## config.mk

```make
export PLATFORM = sky130hd
export DESIGN_NAME = ccd_decoder
export DESIGN_NICKNAME = d
export VERILOG_FILES = /design/src/pkg/ccd_pkg.sv /design/src/core/ccd_decoder.sv /design/src/core/ccd_hist_mem.sv
export SDC_FILE = /design/constraint.sdc
export NUM_CORES = 1
export LEC_CHECK = 0
export BUFFER_PORTS_ARGS = -buffer_cell sky130_fd_sc_hd__buf_2
export CORE_MARGIN = 2
export CORE_UTILIZATION = 45
export CTS_BUF_LIST = sky130_fd_sc_hd__clkbuf_2
export CTS_CLUSTER_SIZE = 12
export DETAILED_ROUTE_END_ITERATION = 16
export GPL_TIMING_DRIVEN = 0
export HOLD_SLACK_MARGIN = 0.02
export PLACE_DENSITY_LB_ADDON = 0.15
export SLEW_MARGIN = 20
export SYNTH_ARGS = -nofsm -noshare
export SYNTH_HDL_FRONTEND = slang
export SYNTH_SLANG_ARGS = --single-unit
```

## constraint.sdc

```tcl
create_clock -name clk_sys -period 4.2 [get_ports clk_sys]
set_clock_uncertainty 0.15 [all_clocks]
set_input_delay 0.84 -clock clk_sys [delete_from_list [all_inputs] [get_ports clk_sys]]
set_output_delay 0.84 -clock clk_sys [all_outputs]
set_load 0.01 [all_outputs]
```

## src/pkg/ccd_pkg.sv

```systemverilog
// ============================================================
// command decoder constants and types
package ccd_pkg;

  // register addresses (host bus mode select low)
  localparam logic [4:0]  CMD_ADDR_LO     = 5'h10;
  localparam logic [4:0]  CMD_ADDR_HI     = 5'h11;
  localparam logic [15:0] CMD_RESET_VAL   = 16'h0000;

  // command codes
  localparam logic [15:0] CMD_NOP         = 16'h0000;
  localparam logic [15:0] CMD_SEL_A       = 16'hc100;
  localparam logic [15:0] CMD_SEL_B       = 16'hc200;
  localparam logic [15:0] CMD_PAUSE       = 16'h4200;
  localparam logic [15:0] CMD_SWRESET     = 16'ha000;
  localparam logic [15:0] CMD_HISTRESET   = 16'ha400;
  // upper twelve bits of ranged codes
  localparam logic [11:0] CMD_CBYP_HI     = 12'h500;
  localparam logic [11:0] CMD_COMP_HI     = 12'h580;
  localparam logic [11:0] CMD_DBYP_HI     = 12'h600;
  localparam logic [11:0] CMD_DECO_HI     = 12'h680;
  localparam logic [11:0] CMD_DOFF_HI     = 12'h6c0;
  localparam logic [11:0] CMD_RESUME_HI   = 12'h440;

  // software reset takes twelve device clocks
  localparam int          SWRST_CLOCKS    = 12;
  localparam logic [3:0]  SWRST_LAST      = 4'(SWRST_CLOCKS - 1);
  // history buffer clear walks all entries
  localparam int          HIST_AW         = 4;
  localparam logic [HIST_AW-1:0] HIST_LAST = '1;

  typedef enum logic [2:0] {
    XF_NONE, XF_CBYP, XF_COMP, XF_DBYP, XF_DECO, XF_DOFF
  } ccd_xfer_t;

  typedef enum {
    ST_IDLE, ST_BUSY, ST_PAUSING, ST_PAUSED, ST_SWRST
  } ccd_state_t;

  // decoded command
  typedef struct packed {
    logic      selA;
    logic      selB;
    logic      start;
    ccd_xfer_t xfer;
    logic      pause;
    logic      resume;
    logic      swReset;
    logic      histReset;
  } ccd_dec_t;

  // controls toward the transfer engine
  typedef struct packed {
    ccd_xfer_t  mode;
    logic       run;
    logic [1:0] padExpectA;
    logic [1:0] padInsertA;
    logic [1:0] padExpectB;
    logic [1:0] padInsertB;
    logic       startPulse;
    logic       cancelPulse;
  } ccd_eng_t;

endpackage

```

## src/core/ccd_decoder.sv

```systemverilog
`timescale 1ns/1ns
`default_nettype none
// How it works
// - 16-bit read/write command register; 0x0000 on pin reset, 0xA000 after soft reset.
// - low byte at 0x10, high at 0x11; swapped when bus mode select is high.
// - 0xC200 enables Port B configuration and polarity register access.
// - 0x500X bypass, 0x580X compress; bits 3:2 pad bytes expected on Port A.
// - for compression starts bits 1:0 give pad bytes inserted on Port B.
// - 0x600X, 0x680X, 0x6C0X start the three decompression kinds.
// - decompression starts: bits 3:2 pad bytes expected on Port B.
// - decompression starts: bits 1:0 pad bytes inserted on Port A.
// - pause finishes current step then floats both port data buses.
// - once paused, set paused interrupt and paused status bits.
// - paused transfer keeps its mode and state for later continuation.
// - 0x440X resumes: clears paused bits, sets busy.
// - resume bits 3:2 Port B expected pads, 1:0 Port A inserted pads.
// - 0xA000 resets registers, cancels operation, clears history buffer.
// - soft reset spares port configurations, identification and polarities.
// - 0xA400 clears history only; host issues it between operations.
// - 0x0000 does nothing.
// - Port A FIFO control reachable only while Port A selection is held.
// - bus mode select pin picks bus mode and register byte ordering.
module ccd_decoder (
  // clock and reset
  input  wire logic              clk_sys,
  input  wire logic              nrst,
  // register port
  input  wire logic              hostBusModeSelect,
  input  wire logic [4:0]        regAddr,
  input  wire logic              regWr,
  input  wire logic [7:0]        regWrData,
  input  wire logic              regRd,
  output logic      [7:0]        regRdData,
  // transfer engine
  input  wire logic              stepDone,
  input  wire logic              xferDone,
  output ccd_pkg::ccd_eng_t      eng,
  output logic                   portADataOeN,
  output logic                   portBDataOeN,
  // status and interrupt
  input  wire logic              pausedIntClr,
  output logic                   pausedInt,
  output logic                   pausedStat,
  output logic                   busyStat,
  // register file controls
  output logic                   portACfgEn,
  output logic                   portBCfgEn,
  output logic                   portAFifoCtlEn,
  output logic                   softResetPulse,
  output logic                   swrstInProgress,
  // history buffer engine access
  input  wire logic              histWrEn,
  input  wire logic [ccd_pkg::HIST_AW-1:0] histWrAddr,
  input  wire logic [7:0]        histWrData,
  input  wire logic [ccd_pkg::HIST_AW-1:0] histRdAddr,
  output logic      [7:0]        histRdData,
  output logic                   histClearing
);
  import ccd_pkg::*;

  // ============================================================
  // decode helpers
  function automatic logic [4:0] map_addr(input logic [4:0] a, input logic swap);
    logic [4:0] r;
    r = a;
    if (swap && (a == CMD_ADDR_LO || a == CMD_ADDR_HI)) begin
      r = {a[4:1], ~a[0]};
    end
    return r;
  endfunction

  function automatic ccd_dec_t decode(input logic [15:0] c);
    ccd_dec_t d;
    d = '0;
    d.xfer = XF_NONE;
    if (c == CMD_SEL_A) d.selA = 1'b1;
    if (c == CMD_SEL_B) d.selB = 1'b1;
    if (c == CMD_PAUSE) d.pause = 1'b1;
    if (c == CMD_SWRESET) d.swReset = 1'b1;
    if (c == CMD_HISTRESET) d.histReset = 1'b1;
    if (c[15:4] == CMD_RESUME_HI) d.resume = 1'b1;
    case (c[15:4])
      CMD_CBYP_HI: d.xfer = XF_CBYP;
      CMD_COMP_HI: d.xfer = XF_COMP;
      CMD_DBYP_HI: d.xfer = XF_DBYP;
      CMD_DECO_HI: d.xfer = XF_DECO;
      CMD_DOFF_HI: d.xfer = XF_DOFF;
      default:     d.xfer = XF_NONE;
    endcase
    d.start = (d.xfer != XF_NONE);
    return d;
  endfunction

  function automatic logic is_comp(input ccd_xfer_t x);
    return (x == XF_CBYP) || (x == XF_COMP);
  endfunction

  // ============================================================
  // state
  typedef struct packed {
    ccd_state_t             st;
    logic [15:0]            cmd;
    logic [3:0]             rstCnt;
    logic                   histClr;
    logic [HIST_AW-1:0]     histPtr;
    ccd_eng_t               eng;
    logic                   aOeN;
    logic                   bOeN;
    logic                   pInt;
    logic                   pStat;
    logic                   busy;
    logic                   aCfg;
    logic                   bCfg;
    logic                   aFifo;
    logic                   swPulse;
    logic                   swBusy;
    logic [7:0]             rd;
  } ccd_state_all_t;

  ccd_state_all_t s_r, s_nxt;

  logic [4:0]   mAddr;
  logic [15:0]  newCmd;
  logic         cmdWrite;
  ccd_dec_t     dec;

  always_comb begin
    mAddr = map_addr(regAddr, hostBusModeSelect);
    newCmd = s_r.cmd;
    cmdWrite = 1'b0;
    if (regWr && mAddr == CMD_ADDR_LO) begin
      newCmd[7:0] = regWrData;
      cmdWrite = 1'b1;
    end
    if (regWr && mAddr == CMD_ADDR_HI) begin
      newCmd[15:8] = regWrData;
      cmdWrite = 1'b1;
    end
    // command acts once the high byte lands
    dec = decode(newCmd);
    if (!(regWr && mAddr == CMD_ADDR_HI)) begin
      dec = '0;
      dec.xfer = XF_NONE;
    end
  end

  always_comb begin
    s_nxt = s_r;
    s_nxt.eng.startPulse = 1'b0;
    s_nxt.eng.cancelPulse = 1'b0;
    s_nxt.swPulse = 1'b0;
    if (cmdWrite && s_r.st != ST_SWRST) begin
      s_nxt.cmd = newCmd;
    end
    // selection flags follow the held command
    s_nxt.aCfg = (s_nxt.cmd == CMD_SEL_A);
    s_nxt.bCfg = (s_nxt.cmd == CMD_SEL_B);
    s_nxt.aFifo = (s_nxt.cmd == CMD_SEL_A);
    // history clear walk
    if (s_r.histClr) begin
      s_nxt.histPtr = s_r.histPtr + 1'b1;
      if (s_r.histPtr == HIST_LAST) s_nxt.histClr = 1'b0;
    end
    if (pausedIntClr && !(s_r.st == ST_PAUSING && stepDone)) begin
      s_nxt.pInt = 1'b0;
    end
    case (s_r.st)
      ST_IDLE, ST_BUSY: begin
        if (s_r.st == ST_BUSY && xferDone) begin
          s_nxt.st = ST_IDLE;
          s_nxt.busy = 1'b0;
          s_nxt.eng.run = 1'b0;
        end
        if (dec.start) begin
          s_nxt.st = ST_BUSY;
          s_nxt.busy = 1'b1;
          s_nxt.eng.mode = dec.xfer;
          s_nxt.eng.run = 1'b1;
          s_nxt.eng.startPulse = 1'b1;
          s_nxt.pInt = 1'b0;
          s_nxt.pStat = 1'b0;
          s_nxt.aOeN = 1'b0;
          s_nxt.bOeN = 1'b0;
          if (is_comp(dec.xfer)) begin
            s_nxt.eng.padExpectA = newCmd[3:2];
            s_nxt.eng.padInsertB = newCmd[1:0];
            s_nxt.eng.padExpectB = 2'b00;
            s_nxt.eng.padInsertA = 2'b00;
          end else begin
            s_nxt.eng.padExpectB = newCmd[3:2];
            s_nxt.eng.padInsertA = newCmd[1:0];
            s_nxt.eng.padExpectA = 2'b00;
            s_nxt.eng.padInsertB = 2'b00;
          end
        end else if (dec.pause && s_r.st == ST_BUSY && !xferDone) begin
          s_nxt.st = ST_PAUSING;
        end
      end
      ST_PAUSING: begin
        if (stepDone) begin
          s_nxt.st = ST_PAUSED;
          s_nxt.eng.run = 1'b0;
          s_nxt.aOeN = 1'b1;
          s_nxt.bOeN = 1'b1;
          s_nxt.pInt = 1'b1;
          s_nxt.pStat = 1'b1;
        end
      end
      ST_PAUSED: begin
        if (dec.resume) begin
          s_nxt.st = ST_BUSY;
          s_nxt.pInt = 1'b0;
          s_nxt.pStat = 1'b0;
          s_nxt.busy = 1'b1;
          s_nxt.eng.run = 1'b1;
          s_nxt.aOeN = 1'b0;
          s_nxt.bOeN = 1'b0;
          s_nxt.eng.padExpectB = newCmd[3:2];
          s_nxt.eng.padInsertA = newCmd[1:0];
        end
      end
      ST_SWRST: begin
        s_nxt.rstCnt = s_r.rstCnt + 1'b1;
        if (s_r.rstCnt == SWRST_LAST) begin
          s_nxt.st = ST_IDLE;
          s_nxt.swBusy = 1'b0;
        end
      end
      default: s_nxt.st = ST_IDLE;
    endcase
    if (dec.histReset && s_r.st != ST_SWRST) begin
      s_nxt.histClr = 1'b1;
      s_nxt.histPtr = '0;
    end
    if (dec.swReset && s_r.st != ST_SWRST) begin
      // port configuration registers live outside and ignore this
      s_nxt.st = ST_SWRST;
      s_nxt.cmd = CMD_SWRESET;
      s_nxt.rstCnt = '0;
      s_nxt.swBusy = 1'b1;
      s_nxt.swPulse = 1'b1;
      s_nxt.histClr = 1'b1;
      s_nxt.histPtr = '0;
      s_nxt.eng = '0;
      s_nxt.eng.mode = XF_NONE;
      s_nxt.eng.cancelPulse = 1'b1;
      s_nxt.busy = 1'b0;
      s_nxt.pInt = 1'b0;
      s_nxt.pStat = 1'b0;
      s_nxt.aOeN = 1'b1;
      s_nxt.bOeN = 1'b1;
      s_nxt.aCfg = 1'b0;
      s_nxt.bCfg = 1'b0;
      s_nxt.aFifo = 1'b0;
    end
    // read data: command bytes, zero elsewhere
    s_nxt.rd = 8'h00;
    if (regRd && mAddr == CMD_ADDR_LO) s_nxt.rd = s_r.cmd[7:0];
    if (regRd && mAddr == CMD_ADDR_HI) s_nxt.rd = s_r.cmd[15:8];
  end
  // NOP decodes to no action bit at all; relied upon

  always_ff @(posedge clk_sys) begin
    if (!nrst) begin
      s_r <= '0;
      s_r.st <= ST_IDLE;
      s_r.cmd <= CMD_RESET_VAL;
      s_r.eng.mode <= XF_NONE;
      s_r.aOeN <= 1'b1;
      s_r.bOeN <= 1'b1;
    end else begin
      s_r <= s_nxt;
    end
  end

  // ============================================================
  // history buffer
  ccd_hist_mem u_hist (
    .clk_sys (clk_sys),
    .nrst    (nrst),
    .wrEn    (histWrEn && !s_r.histClr),
    .wrAddr  (histWrAddr),
    .wrData  (histWrData),
    .rdAddr  (histRdAddr),
    .rdData  (histRdData),
    .clrEn   (s_r.histClr),
    .clrAddr (s_r.histPtr)
  );

  assign eng             = s_r.eng;
  assign portADataOeN    = s_r.aOeN;
  assign portBDataOeN    = s_r.bOeN;
  assign pausedInt       = s_r.pInt;
  assign pausedStat      = s_r.pStat;
  assign busyStat        = s_r.busy;
  assign portACfgEn      = s_r.aCfg;
  assign portBCfgEn      = s_r.bCfg;
  assign portAFifoCtlEn  = s_r.aFifo;
  assign softResetPulse  = s_r.swPulse;
  assign swrstInProgress = s_r.swBusy;
  assign regRdData       = s_r.rd;
  assign histClearing    = s_r.histClr;
endmodule
`default_nettype wire

```

## src/core/ccd_hist_mem.sv

```systemverilog
`timescale 1ns/1ns
`default_nettype none
// ============================================================
// history buffer store with registered read and bulk clear port
module ccd_hist_mem (
  // clock and reset
  input  wire logic                      clk_sys,
  input  wire logic                      nrst,
  // engine access
  input  wire logic                      wrEn,
  input  wire logic [ccd_pkg::HIST_AW-1:0] wrAddr,
  input  wire logic [7:0]                wrData,
  input  wire logic [ccd_pkg::HIST_AW-1:0] rdAddr,
  output logic      [7:0]                rdData,
  // clear walk
  input  wire logic                      clrEn,
  input  wire logic [ccd_pkg::HIST_AW-1:0] clrAddr
);
  import ccd_pkg::*;

  logic [7:0] mem [2**HIST_AW];

  always_ff @(posedge clk_sys) begin
    if (clrEn) begin
      mem[clrAddr] <= 8'h00;
    end else if (wrEn) begin
      mem[wrAddr] <= wrData;
    end
  end

  always_ff @(posedge clk_sys) begin
    if (!nrst) begin
      rdData <= 8'h00;
    end else begin
      rdData <= mem[rdAddr];
    end
  end
endmodule
`default_nettype wire

```

==> flow_summary.json, run 1 <==
{
  "cts_setup_buffers": 0,
  "netlist_area_um2": 8170,
  "core_um2": 17900,
  "rsz0062_at_grt": "no",
  "final_cell_mix": "edfxtp_1 (128), buf_2 (84), dfxtp_1 (65)",
  "cts_buffer_depth": 2,
  "first_global_vias": 5093,
  "synth-async-reset-ratio": 0,
  "gr-total-overflow": 0,
  "worst_slew_pin_slew_ps": 1030,
  "synthFlopType": "edfxtp_1",
  "relSlewSlack": 0.308,
  "worstHoldStart": "pausedIntClr",
  "ant_nets": 0,
  "startpoint": "s_r[57]",
  "worstRegToRegCells": 10,
  "fin_crit_ps": 3030,
  "hpwlAfterDp_um": 12900,
  "numCtsBuffers": 17,
  "ys_ff_latch": 193,
  "num_vias": 5282,
  "status": "complete, no violations",
  "ys_types": 56,
  "start_util": 0.456,
  "crit_required_ps": 4690,
  "max_freq_mhz": 330,
  "portBuffers": 74,
  "crit_path_start_kind": "flip-flop",
  "synth_cells": 601,
  "synth_top_area_frac": 0.470,
  "postCtsResizedCells": 0,
  "yosysWarnings": 0,
  "vias_per_cell": 5.64,
  "synth_fp_nets": 641,
  "dpl-instance-area_um2": 8830,
  "reg2reg_from": "s_r[57]",
  "grt_antenna_before_repair": 1,
  "finalWirelength_um": 18400,
  "htreeDepth": 4,
  "die_w_um": 139,
  "clock-root-buffer": "clkbuf_2",
  "power_density_nw_per_um2": 358,
  "area_growth_pct": 11.6,
  "ctsHoldBuffers": 0,
  "fin_setup_tns_ps": 0,
  "grt_max_degree": 24,
  "setup_viol": 0,
  "hp-class": "input port to flip-flop",
  "ys_seq_area_frac": 0.630,
  "path_max_fanout": 10,
  "power.leakage_nw": 3.22,
  "final_common_cell": "edfxtp_1",
  "drc": 0,
  "vdd_drop_max_v": 0.000253,
  "crit_type": "flip-flop to flip-flop",
  "yosys.area.top_type": "edfxtp_1",
  "wl_per_cell_um": 19.6,
  "drt_iter0_markers": 430,
  "fp.dieArea_um2": 19300,
  "die_h_um": 139,
  "synthTopCellsByArea": "edfxtp_1 (47%), dfxtp_1 (16%), mux4_2 (11%)",
  "clkLatencyLatePin_ps": 770,
  "ios": 79,
  "slew_violations": 0,
  "fin_nets": 734,
  "post-route-period-util": 0.721,
  "max_cap_violations": 0,
  "synth_edf_count": 128,
  "drive_gt1_frac": 0.274,
  "grt_pass1_wl_um": 28600,
  "synth.avg_cell_area_um2": 13.6,
  "whs_path_depth": 3,
  "hold_viol_final": 0,
  "rows": 49,
  "gp_congestion": 0.906,
  "cts_tree": "built",
  "grt_usage": 0.194,
  "cp-end-kind": "flip-flop",
  "post-route-cell-area_um2": 9120,
  "clkSinkCount": 193,
  "first_pass_iters": 5,
  "clk_pin_slew_ps": 310,
  "cp_data_arrival_time_ps": 3520
}
==> critical path: stages (launching register included) <==
cell and delay [ps]:
dfxtp_1 390, clkbuf_1 280, or3b_1 160, clkbuf_1 430, nand2_1 110, nor4_1 330
nand2_1 270, nand2_1 140, buf_2 260, buf_2 340, a21oi_1 70
==> cell usage after synthesis (all sizes together) (2+ instances only) <==
cell type    n
mux4        40
nand2b       5
a22oi       12
nor2        56
a21oi       33
mux2         5
and3         2
nor4        14
o41ai        3
ha           2
nand4        5
dfxtp       65
nor3b        7
o21ai        6
nor4b        5
and2        17
xnor2        3
a31oi        7
buf         36
nor3         6
xor2         6
a32oi        2
nand3       25
edfxtp     128
mux2i        4
nor2b        4
clkbuf      21
nand3b       7
nand2       50
inv          6
a211oi       3
==> flip-flops by register name (all words and copies together) (netlist names), 8 cells and up <==
name,count
u_hist.rdData,8
s_r,27
regRdData,8
eng,14
u_hist.mem,128
==> metrics by stage <==
step	util	power [mW]	cells	hold slack (ps)	worst slack, ps
detailed placement	0.493	2.31	904	302	883
global placement	0.493	2.30	904	294	921
global route	0.510	3.39	937	106	921
finish	0.510	3.26	937	185	1170
CTS	0.509	3.30	936	90.5	1260
floorplan	-	2.23	601	282	1450
==> power breakdown <==
group	total, mW	internal [mW]	switching (mW)	leakage, nW
Sequential	2.05	2.05	0.00565	1.70
Clock	0.992	0.234	0.758	0.166
Combinational	0.218	0.0850	0.133	1.35
Total	3.26	2.37	0.896	3.22
==> worst paths after layout <==
check	slack, ps	endpoint
worst min register to register	330	eng[3]
worst max-delay path	1170	s_r[41]
worst min-delay path	190	pausedInt
worst max register to register	1170	s_r[41]
==> area by class of cell <==
class | count | area, um2
Multi-Input combinational cell | 345 | 2690
Timing Repair Buffer | 74 | 370
Tap cell | 229 | 287
Inverter | 6 | 22.5
Sequential cell | 193 | 5140
Antenna cell | 1 | 2.50
Buffer | 57 | 317
Clock inverter | 15 | 206
Fill cell | 1572 | 8780
Clock buffer | 17 | 85.1
==> cells by family (layout without fill, tap and decap cells) <==
| group | count (synthesis) | after routing | share of synthesized area |
|---|---|---|---|
| multiplexers | 49 | 49 | 0.122 |
| AND/OR/NAND/NOR | 211 | 211 | 0.137 |
| adder cells (fa/ha/maj) | 2 | 2 | 0.00306 |
| XOR/XNOR | 9 | 9 | 0.00965 |
| buffers and inverters | 63 | 169 | 0.0415 |
| other | 0 | 1 | 0 |
| flip-flops | 193 | 193 | 0.630 |
| AO/OA/AOI/OAI | 74 | 74 | 0.0574 |
==> metal layers <==
layer  track usage  vias up  share of wire
li1              -     2443              -
met2         0.300      161           0.47
met3        0.0445       16          0.056
met5             0        -              0
met1         0.283     2662           0.46
met4        0.0452        0          0.012
Power figures use the tool's default switching activity.
==> inputs of run 2 (changes only) <==
--- a/config.mk
+++ b/config.mk
@@ -5,6 +5,7 @@
 export SDC_FILE = /design/constraint.sdc
 export NUM_CORES = 1
 export LEC_CHECK = 0
+export ABC_AREA = 1
 export BUFFER_PORTS_ARGS = -buffer_cell sky130_fd_sc_hd__buf_2
 export CORE_MARGIN = 2
 export CORE_UTILIZATION = 45
==> constraint.sdc (replaced) <==
create_clock -name clk_sys -period 2.8 [get_ports clk_sys]
set_clock_uncertainty 0.15 [all_clocks]
set_input_delay 0.56 -clock clk_sys [delete_from_list [all_inputs] [get_ports clk_sys]]
set_output_delay 0.56 -clock clk_sys [all_outputs]
set_load 0.01 [all_outputs]
==> run 2 against run 1 <==
Final area is 8.2% higher. Worst setup slack worse by 1100 ps. Final cell count is 39% higher. Total power is 51% higher. Non-clock buffer count is 14 higher. Sequential share of layout area is 4.3 points lower. Global-route usage is 3.0 points higher. Register-to-register slack worse by 1100 ps. Fmax is 9.9% higher. Sequential power is 51% higher. Clock power is 39% higher. Flip-flop and latch count stayed put. Largest power group unchanged.
==> flow_summary.json, run 2 <==
{
  "rsz0062_at_grt": "yes",
  "path_max_fanout": 10,
  "die_h_um": 144,
  "status": "complete, no violations",
  "max_freq_mhz": 363,
  "grt_usage": 0.224,
  "pre_cts_slack_ps": -284,
  "yosysWarnings": 0,
  "clock-root-buffer": "clkbuf_2",
  "cp_slowest_cell": "nor2_1",
  "numCtsBuffers": 17,
  "clk_pin_slew_ps": 320,
  "setup_viol": 0,
  "fin_crit_ps": 2750,
  "ys_ff_latch": 193,
  "final_common_cell": "nand2_1",
  "final_util": 0.510,
  "hold_viol_final": 0,
  "grt_pass1_wl_um": 34600,
  "synth_fp_nets": 960,
  "rows": 51,
  "largest_reg_flops": 128,
  "worstRegToRegCells": 7,
  "fin_setup_tns_ps": 0,
  "final_cell_mix": "nand2_1 (135), nor2_1 (134), edfxtp_1 (128)",
  "cp_cell_sequence": "inv_1 > nand2_1 > clkbuf_1 > nand2_1 > o21ai_0 > nand2_1 > nor2_1",
  "crit_type": "flip-flop to flip-flop",
  "synthTopCellsByArea": "edfxtp_1 (44%), dfxtp_1 (15%), nor2_1 (6.3%)",
  "cts_tree": "built",
  "die_w_um": 144,
  "num_vias": 6820,
  "drt_iter0_markers": 494,
  "crit_top_cell": "nand2_1",
  "top_regs": "u_hist.mem (128), s_r (27), eng (14)",
  "first_global_vias": 6434,
  "start_util": 0.455,
  "path_delay_family": "simple AND/OR/NAND/NOR gates",
  "path_buf_inv": 2,
  "cpPeakStageDelay_ps": 640,
  "first_pass_iters": 5,
  "register_area_um2": 5140,
  "ys_top_cells_by_count": "nor2_1 (147), nand2_1 (135), edfxtp_1 (128)",
  "netlist_area_um2": 8790,
  "fillers": 1845,
  "area_growth_pct": 12.2,
  "post-route-cell-area_um2": 9870,
  "fin_hold_ws_ps": 69.3,
  "hpwlAfterDp_um": 15900,
  "slew_violations": 0,
  "clkSinkCount": 193,
  "gr-total-overflow": 0,
  "ys_seq_area_frac": 0.585,
  "synth_top_area_frac": 0.437,
  "power.leakage_nw": 4.00,
  "crit_path_start_kind": "flip-flop",
  "fin_nets": 1063,
  "grt_antenna_before_repair": 2,
  "placed_cells": 1261,
  "cts_buffer_depth": 2,
  "vdd_drop_max_v": 0.000244,
  "worst_slew_pin_slew_ps": 1090,
  "synth.avg_cell_area_um2": 9.56,
  "yosys.area.top_type": "edfxtp_1",
  "final_cells": 1302,
  "p_total_mw": 4.91,
  "cp-end-kind": "flip-flop",
  "grt_max_degree": 19,
  "max_cap_violations": 0,
  "whs_path_depth": 3,
  "multi_input_area_um2": 3020,
  "top_register": "u_hist.mem",
  "drc": 0,
  "worst_slack_ps": 46.0,
  "finalWirelength_um": 22400,
  "vias_per_cell": 5.24,
  "gp_congestion": 0.912,
  "cp.depth": 7,
  "dpl-instance-area_um2": 9510,
  "portBuffers": 76,
  "power_density_nw_per_um2": 498,
  "cts_setup_buffers": 0,
  "core_um2": 19300,
  "wl_per_cell_um": 17.2,
  "yosys.cell_count.top_type": "nor2_1",
  "post-route-period-util": 0.984,
  "drive_gt1_frac": 0.199,
  "crit_required_ps": 3080,
  "relSlewSlack": 0.269,
  "synth_cells": 920,
  "clkLatencyLatePin_ps": 780,
  "cp_data_arrival_time_ps": 3030,
  "ant_nets": 0,
  "synth-async-reset-ratio": 0,
  "ios": 79,
  "fp.dieArea_um2": 20700,
  "hp-class": "input port to flip-flop",
  "synthFlopType": "edfxtp_1",
  "ys_types": 44,
  "synth_edf_count": 128,
  "htreeDepth": 4
}
[run 2: tightest hold or removal path: stages]
cell    delay [ps]
buf_2          100
inv_1           50
nor2_2         140
[run 2: worst paths after layout]
kind / startpoint / end / slack, ps
worst max-delay path: histClearing / u_hist.mem[1][0] / 50
worst min-delay path: histWrData[6] / u_hist.mem[7][6] / 70
worst max register to register: histClearing / u_hist.mem[1][0] / 50
worst min register to register: busyStat / busyStat / 330
[run 2: layer usage]
metal | global-route usage | vias to the layer above | share of wire
li1 | - | 3368 | -
met1 | 0.277 | 3169 | 0.41
met2 | 0.389 | 247 | 0.50
met3 | 0.0480 | 34 | 0.062
met4 | 0.0779 | 2 | 0.022
met5 | 0 | - | 0.00049
[run 2: kinds of logic after synthesis]
| group | count (synthesis) | synth area share |
|---|---|---|
| flops | 193 | 0.585 |
| fa+ha+maj | 2 | 0.00285 |
| buf+inv | 141 | 0.0764 |
| simple gates | 400 | 0.209 |
| xor+xnor | 3 | 0.00299 |
| compound gates | 181 | 0.123 |
[run 2: area by class of cell]
cell class                      instances  area share
Antenna cell                            1    0.000254
Buffer                                 61      0.0373
Clock buffer                           17     0.00862
Clock inverter                         15      0.0152
Inverter                               80      0.0309
Multi-Input combinational cell        586       0.306
Sequential cell                       193       0.521
Tap cell                              265      0.0336
Timing Repair Buffer                   84      0.0467
[run 2: where the power goes]
group          internal (mW)  switching [mW]  leakage, nW
Combinational          0.123           0.312         2.15
Sequential              3.09          0.0110         1.70
Clock                  0.355            1.02        0.145
Total                   3.56            1.35         4.00
[run 2: timing repair]
| action | CTS | global route |
|---|---|---|
| resized for setup | 1 | 10 |
| hold endpoints to repair | 9 | 16 |
| endpoints found under the setup margin | 2 | 94 |
| hold buffers | 3 | 5 |
==> inputs of run 3 (changes only) <==
--- a/config.mk
+++ b/config.mk
@@ -6,7 +6,7 @@
 export NUM_CORES = 1
 export LEC_CHECK = 0
 export ABC_AREA = 1
-export BUFFER_PORTS_ARGS = -buffer_cell sky130_fd_sc_hd__buf_2
+export BUFFER_PORTS_ARGS = -buffer_cell sky130_fd_sc_hd__buf_4
 export CORE_MARGIN = 2
 export CORE_UTILIZATION = 45
 export CTS_BUF_LIST = sky130_fd_sc_hd__clkbuf_2
==> constraint.sdc (replaced) <==
create_clock -name clk_sys -period 2.4 [get_ports clk_sys]
set_clock_uncertainty 0.15 [all_clocks]
set_input_delay 0.48 -clock clk_sys [delete_from_list [all_inputs] [get_ports clk_sys]]
set_output_delay 0.48 -clock clk_sys [all_outputs]
set_load 0.01 [all_outputs]
==> run 3 against run 2 <==
Critical path depth is 2 lower. Clock-buffer cell count is 1 higher. Sequential share of layout area is 2.7 points lower. Register-to-register slack better by 100 ps. Total power is 20% higher. Non-clock buffer count is 14 higher. Flip-flop and latch count stayed put. Final cell count is 1.1% higher. Critical path type unchanged. Largest cell class unchanged. Largest power group unchanged.
==> flow_summary.json, run 3 (synthesized netlist as in run 2, its figures left out) <==
{
  "crit_type": "flip-flop to flip-flop",
  "fin_setup_tns_ps": 0,
  "numCtsBuffers": 17,
  "status": "complete, no violations",
  "start_util": 0.455,
  "die_h_um": 144,
  "ant_nets": 0,
  "hpwlAfterDp_um": 16000,
  "gp_congestion": 0.916,
  "fin_nets": 1077,
  "final_cells": 1316,
  "hp-class": "input port to flip-flop",
  "cp-end-kind": "flip-flop",
  "vdd_drop_max_v": 0.000331,
  "power_density_nw_per_um2": 569,
  "cts_buffer_depth": 2,
  "htreeDepth": 4,
  "final_cell_mix": "nand2_1 (128), edfxtp_1 (128), nor2_1 (125)",
  "hold_viol_final": 0,
  "crit_path_start_kind": "flip-flop",
  "wl_per_cell_um": 17.4,
  "core_um2": 19300,
  "num_vias": 6925,
  "cts_tree": "built",
  "grt_usage": 0.227,
  "path_max_fanout": 8,
  "clk_pin_slew_ps": 280,
  "drt_iter0_markers": 464,
  "rows": 51,
  "fillers": 1812,
  "worstRegToRegCells": 5,
  "worst_slew_pin_slew_ps": 1060,
  "ios": 79,
  "area_growth_pct": 18.4,
  "top_regs": "u_hist.mem (128), s_r (27), eng (14)",
  "fp.dieArea_um2": 20700,
  "placed_cells": 1261,
  "slew_violations": 0,
  "dpl-instance-area_um2": 9720,
  "top_register": "u_hist.mem",
  "clkLatencyLatePin_ps": 790,
  "clkSinkCount": 193,
  "crit_required_ps": 2720,
  "grt_antenna_before_repair": 1,
  "fin_crit_ps": 2250,
  "max_cap_violations": 0,
  "portBuffers": 76,
  "finalWirelength_um": 22900,
  "first_global_vias": 6570,
  "grt_max_degree": 19,
  "cp_data_arrival_time_ps": 2570,
  "post-route-cell-area_um2": 10400,
  "first_pass_iters": 6,
  "drc": 0,
  "largest_reg_flops": 128,
  "clock-root-buffer": "clkbuf_2",
  "max_freq_mhz": 444,
  "power.leakage_nw": 4.14,
  "relSlewSlack": 0.291,
  "drive_gt1_frac": 0.230,
  "setup_viol": 0,
  "grt_pass1_wl_um": 35000,
  "vias_per_cell": 5.26,
  "die_w_um": 144,
  "gr-total-overflow": 0,
  "post-route-period-util": 0.938,
  "whs_path_depth": 5
}
-- run 3: path summary, 6_finish.rpt --
| path | start | slack [ps] | endpoint |
|---|---|---|---|
| min | regWrData[4] | 80 | s_r[45] |
| max | histClearing | 150 | u_hist.mem[12][1] |
| min reg2reg | eng[10] | 330 | eng[10] |
| max reg2reg | histClearing | 150 | u_hist.mem[12][1] |
-- run 3: layout make-up --
class / instances / area [um2] / area share
Clock inverter: 14 / 166 / 0.0160
Multi-Input combinational cell: 586 / 3180 / 0.306
Antenna cell: 1 / 2.50 / 0.000240
Inverter: 80 / 308 / 0.0296
Sequential cell: 193 / 5150 / 0.495
Clock buffer: 18 / 90.1 / 0.00865
Timing Repair Buffer: 98 / 808 / 0.0777
Buffer: 61 / 372 / 0.0357
Tap cell: 265 / 332 / 0.0319
-- run 3: repair_timing --
item | CTS | global route
gates cloned | 0 | 0
pin swaps | 1 | 10
resized for setup | 29 | 24
hold endpoints to repair | 66 | 25
endpoints found under the setup margin | 167 | 146
hold buffers | 12 | 2
buffers inserted | 0 | 8
-- run 3: per-stage QoR --
step,hold slack [ps],power (mW),utilization,setup slack [ps]
4_1_cts,41.1,5.90,0.527,-130
3_5_place_dp,308,4.20,0.503,-588
3_3_place_gp,305,4.19,0.502,-557
2_1_floorplan,290,3.98,-,-44.5
6_report,78.9,5.92,0.538,150
5_1_grt,46.1,6.13,0.538,-1.16
-- run 3: layer usage --
metal	track usage	vias to the layer above	wire [um]
met4	0.0733	0	355
met2	0.400	230	11500
met3	0.0383	24	1290
met1	0.284	3267	9760
li1	-	3404	-
met5	0	-	0
-- run 3: report_power, final --
part	internal [mW]	switching, mW
Clock	0.528	1.20
Sequential	3.60	0.0143
Combinational	0.187	0.391
-- run 3: worst max-delay path, cell delays in order (launching register included) --
cell,delay (ps)
dfxtp_2,410
inv_1,100
nand2_1,140
o21ai_0,420
nand3_2,380
nor2_4,380
